<file path="src/rtl/dbm_map.svh">
/*
  Constants of the debug signal output multiplexer: bus offsets, group codes,
  signal codes, pin codes and reset values.
  Assumes inclusion by bare name from rtl/ sources.
*/
`ifndef DBM_MAP_SVH
`define DBM_MAP_SVH

// Register byte offsets on the AXI4-Lite slave
`define DBM_OFF_DIGITAL 4'h0
`define DBM_OFF_ANALOG 4'h4
`define DBM_OFF_ENABLE 4'h8
`define DBM_OFF_STATUS 4'hC
`define DBM_ADDR_W 4

// AXI response codes
`define DBM_RESP_OKAY 2'h0
`define DBM_RESP_SLVERR 2'h2

// Group select codes
`define DBM_GRP_CLOCK 8'h01
`define DBM_GRP_TX_ENC 8'h1B
`define DBM_GRP_TIMER 8'h1D
`define DBM_GRP_CARD 8'h30
`define DBM_GRP_TRANSCEIVE 8'h58
`define DBM_GRP_RX_DATA 8'h70
`define DBM_GRP_RX_ERROR 8'h73

// Signal code that outputs the carrier clock in every group
`define DBM_SIG_CARRIER 4'h8

// Pin codes in the high nibble of the pin select byte
`define DBM_PIN_PRIMARY 4'h0
`define DBM_PIN_GPO 4'h1
`define DBM_PIN_AUX_SECOND 4'h2
`define DBM_PIN_AUX_FIRST 4'h3
`define DBM_PIN_COUNT 4

// Reset values
`define DBM_RST_GROUP 8'h00
`define DBM_RST_SELECT 8'h00
`define DBM_RST_ANALOG 16'h0000
`define DBM_RST_ENABLE 1'h0

`endif

</file>
<file path="src/rtl/dbm_pkg.sv">
/*
  Types of the debug signal output multiplexer.
  Assumes dbm_map.svh for all numeric constants.
*/
package dbm_pkg;

  // Internal digital sources grouped by debug signal group
  typedef struct packed {
    logic carrier_13m56;
    logic clk_mux_13m56;
    logic clk_mux_27m12;
    logic clk_rec_27m12;
    logic clk_pll_27m12;
    logic clk_osc_20m;
    logic field_present;
    logic pll_locked;
    logic rf_core_reset;
    logic tx_irq;
    logic tx_envelope;
    logic [2:0] timer_running;
    logic [2:0] timer_expired;
    logic card_clock_fail;
    logic card_miller_det;
    logic card_212_det;
    logic card_424_det;
    logic card_nrz_det;
    logic card_eof_det;
    logic card_emulation_data;
    logic card_data_valid;
    logic trx_prefetch_done;
    logic trx_prefetch_req;
    logic trx_tx_start;
    logic trx_rx_enable;
    logic trx_wait_expired;
    logic [2:0] trx_state;
    logic sp_collision;
    logic sp_end_of_data;
    logic sp_data_valid;
    logic sp_rx_data;
    logic rx_active;
    logic rx_receiving;
    logic rx_chain_reset;
    logic decoder_bit_clock;
    logic err_combined;
    logic err_multi_frame_long;
    logic err_collision;
    logic err_protocol;
    logic err_integrity;
  } dbm_sources_s;

  // Per-pin routing: the signal code and the group code latched for it
  typedef struct packed {
    logic [7:0] group;
    logic [3:0] signal;
    logic valid;
  } dbm_route_s;

  // AXI4-Lite slave side outputs
  typedef struct packed {
    logic awready;
    logic wready;
    logic bvalid;
    logic [1:0] bresp;
    logic arready;
    logic rvalid;
    logic [31:0] rdata;
    logic [1:0] rresp;
  } dbm_axi_out_s;

  // Two analog source selectors
  typedef struct packed {
    logic [7:0] dac_second;
    logic [7:0] dac_first;
  } dbm_analog_s;

endpackage

</file>
<file path="src/rtl/dbm_signal_pick.sv">
/*
  Picks one internal signal from its group code and signal code.
  Assumes sources are synchronous to clk; output is combinational.
*/
`timescale 1ns/1ps
`default_nettype none
`include "dbm_map.svh"

module dbm_signal_pick
  import dbm_pkg::*;
(
  input wire dbm_sources_s src,
  input wire logic [7:0] group,
  input wire logic [3:0] signal,
  output logic value,
  output logic known
);

  // Group and code decode; reserved codes give low and not known
  always_comb
  begin
    value = 1'b0;
    known = 1'b1;
    if (signal == `DBM_SIG_CARRIER)
    begin
      value = src.carrier_13m56;
      known = (group == `DBM_GRP_CLOCK) || (group == `DBM_GRP_TX_ENC) || (group == `DBM_GRP_TIMER) ||
              (group == `DBM_GRP_CARD) || (group == `DBM_GRP_TRANSCEIVE) ||
              (group == `DBM_GRP_RX_DATA) || (group == `DBM_GRP_RX_ERROR);
      if (!known)
        value = 1'b0;
    end
    else if (signal > `DBM_SIG_CARRIER)
      known = 1'b0;
    else
    begin
      case (group)
        `DBM_GRP_CLOCK:
        begin
          case (signal[2:0])
            3'h0: value = src.clk_mux_13m56;
            3'h1: value = src.clk_mux_27m12;
            3'h2: value = src.clk_rec_27m12;
            3'h3: value = src.clk_pll_27m12;
            3'h4: value = src.clk_osc_20m;
            3'h5: value = src.field_present;
            3'h6: value = src.pll_locked;
            default: value = src.rf_core_reset;
          endcase
        end
        `DBM_GRP_TX_ENC:
        begin
          case (signal[2:0])
            3'h0: value = src.tx_irq;
            3'h1: value = src.tx_envelope;
            default: known = 1'b0;
          endcase
        end
        `DBM_GRP_TIMER:
        begin
          case (signal[2:0])
            3'h7: value = src.timer_running[0];
            3'h6: value = src.timer_expired[0];
            3'h5: value = src.timer_running[1];
            3'h4: value = src.timer_expired[1];
            3'h3: value = src.timer_running[2];
            3'h2: value = src.timer_expired[2];
            default: known = 1'b0;
          endcase
        end
        `DBM_GRP_CARD:
        begin
          case (signal[2:0])
            3'h7: value = src.card_clock_fail;
            3'h6: value = src.card_miller_det;
            3'h5: value = src.card_212_det;
            3'h4: value = src.card_424_det;
            3'h3: value = src.card_nrz_det;
            3'h2: value = src.card_eof_det;
            3'h1: value = src.card_emulation_data;
            default: value = src.card_data_valid;
          endcase
        end
        `DBM_GRP_TRANSCEIVE:
        begin
          case (signal[2:0])
            3'h7: value = src.trx_prefetch_done;
            3'h6: value = src.trx_prefetch_req;
            3'h5: value = src.trx_tx_start;
            3'h4: value = src.trx_rx_enable;
            3'h3: value = src.trx_wait_expired;
            3'h2: value = src.trx_state[2];
            3'h1: value = src.trx_state[1];
            default: value = src.trx_state[0];
          endcase
        end
        `DBM_GRP_RX_DATA:
        begin
          case (signal[2:0])
            3'h7: value = src.sp_collision;
            3'h6: value = src.sp_end_of_data;
            3'h5: value = src.sp_data_valid;
            3'h4: value = src.sp_rx_data;
            3'h3: value = src.rx_active;
            3'h2: value = src.rx_receiving;
            3'h1: value = src.rx_chain_reset;
            default: value = src.decoder_bit_clock;
          endcase
        end
        `DBM_GRP_RX_ERROR:
        begin
          case (signal[2:0])
            3'h7: value = src.err_combined;
            3'h6: value = src.err_multi_frame_long;
            3'h2: value = src.err_collision;
            3'h1: value = src.err_protocol;
            3'h0: value = src.err_integrity;
            default: known = 1'b0;
          endcase
        end
        default: known = 1'b0;
      endcase
    end
  end

endmodule
`default_nettype wire

</file>
<file path="src/rtl/dbm_debug_mux.sv">
/*
  Debug signal output multiplexer: routes one internal signal per debug pin,
  chosen by digital configuration commands, and holds two analog source
  selectors for the converters. Registers over AXI4-Lite.
  Assumes one clock clk (200 MHz), asynchronous active-low reset_n, sources
  synchronous to clk, and a nonvolatile enable level that is static.
*/
// Summary of operation
// - Digital command: group byte, then byte with signal low nibble, pin high nibble.
// - Group codes 01,1B,1D,30,58,70,73 select the seven signal groups.
// - Routing active only while nonvolatile test-bus enable at location 17 is set.
// - Code 8 gives the carrier clock in every group; 9 to 15 reserved.
// - Clock group codes 0 to 4 give the five internal clocks.
// - Clock group 5 field present, 6 PLL lock, 7 RF core reset.
// - Transmit group 0 interrupt request, 1 envelope; 2 to 7 reserved.
// - Timer group 7..2: running and expired flags of timers zero, one, two.
// - Card group 6..3: Miller, 212, 424 Manchester and NRZ detection flags.
// - Card group 7 clock fail, 2 end of frame, 1 data, 0 valid.
// - Transceive 7 prefetch done, 6 prefetch request, 5 tx start, 4 rx enable.
// - Transceive 3 waiting time expired, 2..0 state machine bits.
// - Receiver data 7..4: processor collision, end, valid, received data.
// - Receiver data 3 rx active, 2 receiving, 1 chain reset, 0 bit clock.
// - Receiver error 7 combined, 6 long multi-frame, 2..0 collision, protocol, integrity.
// - Pin nibble: 0 primary, 1 general purpose, 2 second aux, 3 first aux.
// - Two analog outputs on auxiliary pins, each from one internal converter.
// - Analog command parameters choose the converter sources; device routes them.
`timescale 1ns/1ps
`default_nettype none
`include "dbm_map.svh"

module dbm_debug_mux
  import dbm_pkg::*;
(
  input wire logic clk,
  input wire logic reset_n,
  input wire logic [`DBM_ADDR_W-1:0] s_axi_awaddr,
  input wire logic s_axi_awvalid,
  output logic s_axi_awready,
  input wire logic [31:0] s_axi_wdata,
  input wire logic [3:0] s_axi_wstrb,
  input wire logic s_axi_wvalid,
  output logic s_axi_wready,
  output logic [1:0] s_axi_bresp,
  output logic s_axi_bvalid,
  input wire logic s_axi_bready,
  input wire logic [`DBM_ADDR_W-1:0] s_axi_araddr,
  input wire logic s_axi_arvalid,
  output logic s_axi_arready,
  output logic [31:0] s_axi_rdata,
  output logic [1:0] s_axi_rresp,
  output logic s_axi_rvalid,
  input wire logic s_axi_rready,
  input wire logic nv_testbus_enable,
  input wire dbm_sources_s sources,
  output logic [`DBM_PIN_COUNT-1:0] debug_pin_out,
  output logic [`DBM_PIN_COUNT-1:0] debug_pin_oe,
  output logic [7:0] analog_source_first,
  output logic [7:0] analog_source_second,
  output logic [1:0] analog_enable
);

  typedef struct packed {
    dbm_axi_out_s axi;
    logic aw_held;
    logic [`DBM_ADDR_W-1:0] aw_addr;
    logic w_held;
    logic [31:0] w_data;
    logic [3:0] w_strb;
    logic [1:0] en_sync;
    logic [7:0] last_group;
    logic [7:0] last_select;
    dbm_route_s [`DBM_PIN_COUNT-1:0] route;
    dbm_analog_s analog;
    logic [`DBM_PIN_COUNT-1:0] pin_out;
    logic [`DBM_PIN_COUNT-1:0] pin_oe;
    logic [1:0] ana_en;
  } dbm_state_s;

  dbm_state_s state_q;
  dbm_state_s state_d;
  logic [`DBM_PIN_COUNT-1:0] pick_value;
  logic [`DBM_PIN_COUNT-1:0] pick_known;
  logic testbus_on;
  logic [3:0] pin_code;

  assign testbus_on = state_q.en_sync[1];

  // One signal picker per debug pin
  genvar gi;
  generate
    for (gi = 0; gi < `DBM_PIN_COUNT; gi = gi + 1)
    begin : g_pick
      dbm_signal_pick u_pick (
        .src(sources),
        .group(state_q.route[gi].group),
        .signal(state_q.route[gi].signal),
        .value(pick_value[gi]),
        .known(pick_known[gi])
      );
    end
  endgenerate

  // Bus handshake, command decode and pin drive
  always_comb
  begin
    state_d = state_q;
    pin_code = 4'h0;
    state_d.en_sync = {state_q.en_sync[0], nv_testbus_enable};
    state_d.axi.awready = 1'b0;
    state_d.axi.wready = 1'b0;
    state_d.axi.arready = 1'b0;
    // Take address and data separately in either order
    if (s_axi_awvalid && !state_q.aw_held && !state_q.axi.awready && !state_q.axi.bvalid)
    begin
      state_d.axi.awready = 1'b1;
      state_d.aw_held = 1'b1;
      state_d.aw_addr = s_axi_awaddr;
    end
    if (s_axi_wvalid && !state_q.w_held && !state_q.axi.wready && !state_q.axi.bvalid)
    begin
      state_d.axi.wready = 1'b1;
      state_d.w_held = 1'b1;
      state_d.w_data = s_axi_wdata;
      state_d.w_strb = s_axi_wstrb;
    end
    if (state_q.axi.bvalid && s_axi_bready)
      state_d.axi.bvalid = 1'b0;
    // Perform the write once both halves are held
    if (state_q.aw_held && state_q.w_held && !state_q.axi.bvalid)
    begin
      state_d.aw_held = 1'b0;
      state_d.w_held = 1'b0;
      state_d.axi.bvalid = 1'b1;
      state_d.axi.bresp = `DBM_RESP_OKAY;
      case (state_q.aw_addr)
        `DBM_OFF_DIGITAL:
        begin
          // Byte 0 group, byte 1 pin select; only the byte 1 lane commits the command
          if (state_q.w_strb[0])
            state_d.last_group = state_q.w_data[7:0];
          if (state_q.w_strb[1])
          begin
            state_d.last_select = state_q.w_data[15:8];
            pin_code = state_q.w_data[15:12];
            if (pin_code < 4'(`DBM_PIN_COUNT))
            begin
              state_d.route[pin_code[1:0]].group = state_d.last_group;
              state_d.route[pin_code[1:0]].signal = state_q.w_data[11:8];
              state_d.route[pin_code[1:0]].valid = 1'b1;
            end
            else
              state_d.axi.bresp = `DBM_RESP_SLVERR;
          end
        end
        `DBM_OFF_ANALOG:
        begin
          if (state_q.w_strb[0])
            state_d.analog.dac_first = state_q.w_data[7:0];
          if (state_q.w_strb[1])
            state_d.analog.dac_second = state_q.w_data[15:8];
        end
        `DBM_OFF_ENABLE:
        begin
          // Writing bit 0 releases all digital routes
          if (state_q.w_strb[0] && state_q.w_data[0])
          begin
            for (int i = 0; i < `DBM_PIN_COUNT; i++)
              state_d.route[i].valid = 1'b0;
          end
        end
        `DBM_OFF_STATUS: state_d.axi.bresp = `DBM_RESP_OKAY;
        default: state_d.axi.bresp = `DBM_RESP_SLVERR;
      endcase
    end
    // Read channel
    if (state_q.axi.rvalid && s_axi_rready)
      state_d.axi.rvalid = 1'b0;
    if (s_axi_arvalid && !state_q.axi.arready && !state_q.axi.rvalid)
    begin
      state_d.axi.arready = 1'b1;
      state_d.axi.rvalid = 1'b1;
      state_d.axi.rresp = `DBM_RESP_OKAY;
      state_d.axi.rdata = 32'h0000_0000;
      case (s_axi_araddr)
        `DBM_OFF_DIGITAL: state_d.axi.rdata = {16'h0000, state_q.last_select, state_q.last_group};
        `DBM_OFF_ANALOG: state_d.axi.rdata = {16'h0000, state_q.analog.dac_second, state_q.analog.dac_first};
        `DBM_OFF_ENABLE: state_d.axi.rdata = {31'h0000_0000, testbus_on};
        `DBM_OFF_STATUS:
          state_d.axi.rdata = {20'h0_0000, state_q.pin_oe, pick_known, state_q.pin_out};
        default: state_d.axi.rresp = `DBM_RESP_SLVERR;
      endcase
    end
    // Pin drive: only enabled, valid and known routes reach a pin
    for (int i = 0; i < `DBM_PIN_COUNT; i++)
    begin
      state_d.pin_oe[i] = testbus_on && state_q.route[i].valid && pick_known[i];
      state_d.pin_out[i] = state_d.pin_oe[i] && pick_value[i];
    end
    // Analog converters feed the auxiliary pins when the test bus is on;
    // decoded from the next source code so enable never lags a switch to off
    state_d.ana_en[0] = testbus_on && (state_d.analog.dac_first != 8'h00);
    state_d.ana_en[1] = testbus_on && (state_d.analog.dac_second != 8'h00);
  end

  // State register
  always_ff @(posedge clk or negedge reset_n)
  begin
    if (!reset_n)
    begin
      state_q <= '0;
      state_q.last_group <= `DBM_RST_GROUP;
      state_q.last_select <= `DBM_RST_SELECT;
      state_q.analog <= `DBM_RST_ANALOG;
      state_q.en_sync <= {2{`DBM_RST_ENABLE}};
    end
    else
      state_q <= state_d;
  end

  // Outputs straight from the state register
  assign s_axi_awready = state_q.axi.awready;
  assign s_axi_wready = state_q.axi.wready;
  assign s_axi_bvalid = state_q.axi.bvalid;
  assign s_axi_bresp = state_q.axi.bresp;
  assign s_axi_arready = state_q.axi.arready;
  assign s_axi_rvalid = state_q.axi.rvalid;
  assign s_axi_rdata = state_q.axi.rdata;
  assign s_axi_rresp = state_q.axi.rresp;
  assign debug_pin_out = state_q.pin_out;
  assign debug_pin_oe = state_q.pin_oe;
  assign analog_source_first = state_q.analog.dac_first;
  assign analog_source_second = state_q.analog.dac_second;
  assign analog_enable = state_q.ana_en;

endmodule
`default_nettype wire

</file>
<file path="config.mk">
export PLATFORM = sky130hd
export DESIGN_NAME = dbm_debug_mux
export DESIGN_NICKNAME = d
export VERILOG_FILES = /design/src/rtl/dbm_pkg.sv /design/src/rtl/dbm_signal_pick.sv /design/src/rtl/dbm_debug_mux.sv
export VERILOG_INCLUDE_DIRS = /design/src /design/src/rtl
export SDC_FILE = /design/constraint.sdc
export NUM_CORES = 1
export LEC_CHECK = 0
export ABC_AREA = 1
export BUFFER_PORTS_ARGS = -buffer_cell sky130_fd_sc_hd__buf_2
export CORE_ASPECT_RATIO = 0.5
export CORE_MARGIN = 1
export CORE_UTILIZATION = 35
export CTS_BUF_LIST = sky130_fd_sc_hd__clkbuf_4 sky130_fd_sc_hd__clkbuf_8
export CTS_CLUSTER_SIZE = 40
export DETAILED_ROUTE_END_ITERATION = 10
export PLACE_DENSITY_LB_ADDON = 0.15
export SLEW_MARGIN = 20
export SYNTH_ARGS = -nofsm -noshare
export SYNTH_HDL_FRONTEND = slang
export SYNTH_SLANG_ARGS = --single-unit
</file>
<file path="constraint.sdc">
create_clock -name clk -period 3.8 [get_ports clk]
set_input_delay 0.38 -clock clk [delete_from_list [all_inputs] [get_ports clk]]
set_output_delay 0.38 -clock clk [all_outputs]
set_load 0.01 [all_outputs]
</file>
==> summary.txt <==
Worst r2r path cells - 8
Setup ws final - 1.301 ns
Clock latency on the worst-skew pair - 0.47 ns
Full die area - 0.02729 sq mm
CP Class - reg -> reg
Worst Max-Slew Pin Slew - 1.005 ns
Setup TNS - 0 ns
Post-route ant nets - 0
Clock Sinks - 143
Async S/R FF share, synth - 1.000
Top-area cell type share of the netlist area - 0.3845
I/O Buffers - 128
Post-synth cell types - 36
Cell Chain, Critical Path - inv_1, nand2_2, nor2_2, nand2_1, nor2_1, buf_4, nand4_1, o21ai_0
WP data required - 4.15 ns
Worst rel slew slack - 0.3280
Area contributors post-synth - dfrtp_1, nand2_1, nor2_1, o21ai_0, buf_4
# resized after CTS - 0
Post-synthesis register bit count - 143
Clock Skew - 0.01263 ns
Vias after detailed routing - 9091
Leak Pwr - 5.307 nW
DRT Pass-1 Iters - 5
Max Clk Rate - 400.1 MHz
Max Transition Viols Final - 0
Largest area contributor in the netlist - dfrtp_1
Post-synth EDFFs - 0
Reg clk slew, reported paths - 0.09 ns
Die W - 232.6 microns
Final Cycle Share - 0.6577
Initial antenna violation count - 3
H-tree level count - 4
CP peak stage delay - 0.82 ns
Final-layout fill cell count - 2756
Ys Warns - 0
Layout cells sized above 1 - 0.1391
Unrepaired setup endpoints after global routing - no
Nets - 1560
Syn Inst Count - 1400
Tot GR Track Use - 0.2342
Total Wirelength - 31630 microns
Initial core utilization - 0.3628
Chip Height - 117.3 microns
Power Density - 521.0 mW/mm^2
Setup WS pre-CTS - 1.283 ns
GP Congestion - 0.9468
Wire length per cell - 17.38 microns
Worst hold margin - 0.08342 ns
Crit-path slowest cell - nand4_1
Setup Buffers After CTS - 0
Status - finished, final reports clean
Final Cell Area - 0.01022 sq mm
Hold depth - 2
Min-Delay Path Class - in -> reg
Register area share after synthesis - 0.3845
Rows - 41
CTS root buffer - clkbuf_8
Largest net degree at the start of global routing - 86
Worst vdd ir - 252.8 uV
Avg Vias per Cell - 4.995
CTS tree - yes
Vias in the first global route - 8472
Remaining DRCs - 0
Congestion Overflow GR - 0
Longest Clk Path Bufs - 2
IO Count - 165
Ys flop type - dfrtp_1
Fin. Hold Viols - 0
Max cap viols - 0
Worst EP arrival - 2.85 ns
Min Tclk post-route - 2.499 ns
DRT iter0 DRCs - 708
Post-DP HPWL - 24350 microns
Syn avg cell area - 6.647 sq um
CORE AREA - 0.02565 sq mm
Num CTS Buffers - 17
Synthesized area - 0.009306 sq mm
Syn-to-layout area delta - 9.802%
Setup crit start kind - register
First-pass GRT wire length - 48820 microns
CP max FO - 24
Crit. End Element - register
Post-Place Cell Area - 0.009778 sq mm
Final Setup Violations - 0
## cell type report
class,count,area [sq um],area share
clock inverters,10,126.4,0.01237
multi-input cells,1020,4528,0.4431
well taps,344,430.4,0.04212
flip-flops and latches,143,3578,0.3502
repair buffers,135,716.9,0.07016
inverters,145,544.3,0.05326
diodes,2,5.005,0.0004898
clock buffers,21,289.0,0.02828
## timing repair
action	in CTS	in global routing
endpoints found under the hold margin	25	1
hold buffers	1	1
endpoints found under the setup margin	0	0
## kinds of logic (layout without fill, tap and decap cells)
logic type      Yosys count  count (layout)  synth area share
simple gates            818             818            0.3746
buf+inv                 254             311            0.1358
compound gates          184             184            0.1047
flops                   143             143            0.3845
other cells               1              20         0.0004029
## worst max-delay path: cells and delay by family, from the launching register on
| kind | cells | cell delay [ns] |
|---|---|---|
| flops | 1 | 0.37 |
| simple gates | 5 | 1.20 |
| compound gates | 1 | 0.47 |
| buf+inv | 2 | 0.35 |
## final timing paths
kind / startpoint / to / slack, ns
min in group asynchronous: reset_n / s_axi_bvalid / 0.50
hold reg to reg: state_d[95] / state_q[95] / 0.37
max in group asynchronous: reset_n / state_q[36] / 2.47
setup reg to reg: state_q[134] / state_q[70] / 1.30
setup / recovery: state_q[134] / state_q[70] / 1.30
hold / removal: s_axi_bready / s_axi_bvalid / 0.08
## metrics by stage
step / total power [mW] / std cells / utilization
6_report: 5.324 / 1820 / 0.3984
5_1_grt: 5.684 / 1820 / 0.3984
4_1_cts: 5.348 / 1817 / 0.3978
3_5_place_dp: 4.044 / 1785 / 0.3812
3_3_place_gp: 4.025 / 1785 / 0.3812
2_1_floorplan: 3.444 / 1417 / -
## registers in the layout, summed over array words and instances, names as in the netlist
signal and flops:
s_axi_bresp 1, s_axi_awready 1, state_q 93, s_axi_rdata 16, s_axi_wready 1, s_axi_bvalid 1, analog_source_second 8, s_axi_rresp 1
analog_enable 2, s_axi_rvalid 1, s_axi_arready 1, state_d 1, debug_pin_out 4, analog_source_first 8, debug_pin_oe 4
## Yosys cell counts, types with 5 or more instances
master / count
nand2_1: 429
nor2_1: 195
dfrtp_1: 143
inv_1: 135
o21ai_0: 121
nand3_1: 98
buf_4: 71
nand4_1: 43
a21oi_1: 26
buf_2: 23
o21ai_1: 18
nor3_1: 15
clkbuf_1: 13
nor2_2: 13
inv_2: 9
nand2_2: 5
o22ai_1: 5
## cell usage in the layout, fill, tap and decap left out, types with 5 or more instances in the layout
master / synthesis / final
nand2_1: 429 / 429
nor2_1: 195 / 195
dfrtp_1: 143 / 143
inv_1: 135 / 135
buf_2: 23 / 127
o21ai_0: 121 / 121
nand3_1: 98 / 98
nand4_1: 43 / 43
a21oi_1: 26 / 26
clkbuf_8: 0 / 21
o21ai_1: 18 / 18
conb_1: 1 / 18
nor3_1: 15 / 15
nor2_2: 13 / 13
inv_2: 9 / 9
nand2_2: 5 / 5
o22ai_1: 5 / 5
## power by group
part | internal (mW) | switching [mW]
registers | 1.86 | 0.353
clock network | 0.660 | 0.636
logic | 0.527 | 1.28
## per-layer routing
layer	track usage	routed length (microns)
met5	0	0
met4	0.07598	755
met3	0.04159	1885
met2	0.3439	13420
met1	0.3443	15560
(Power assumes the default switching activity.)
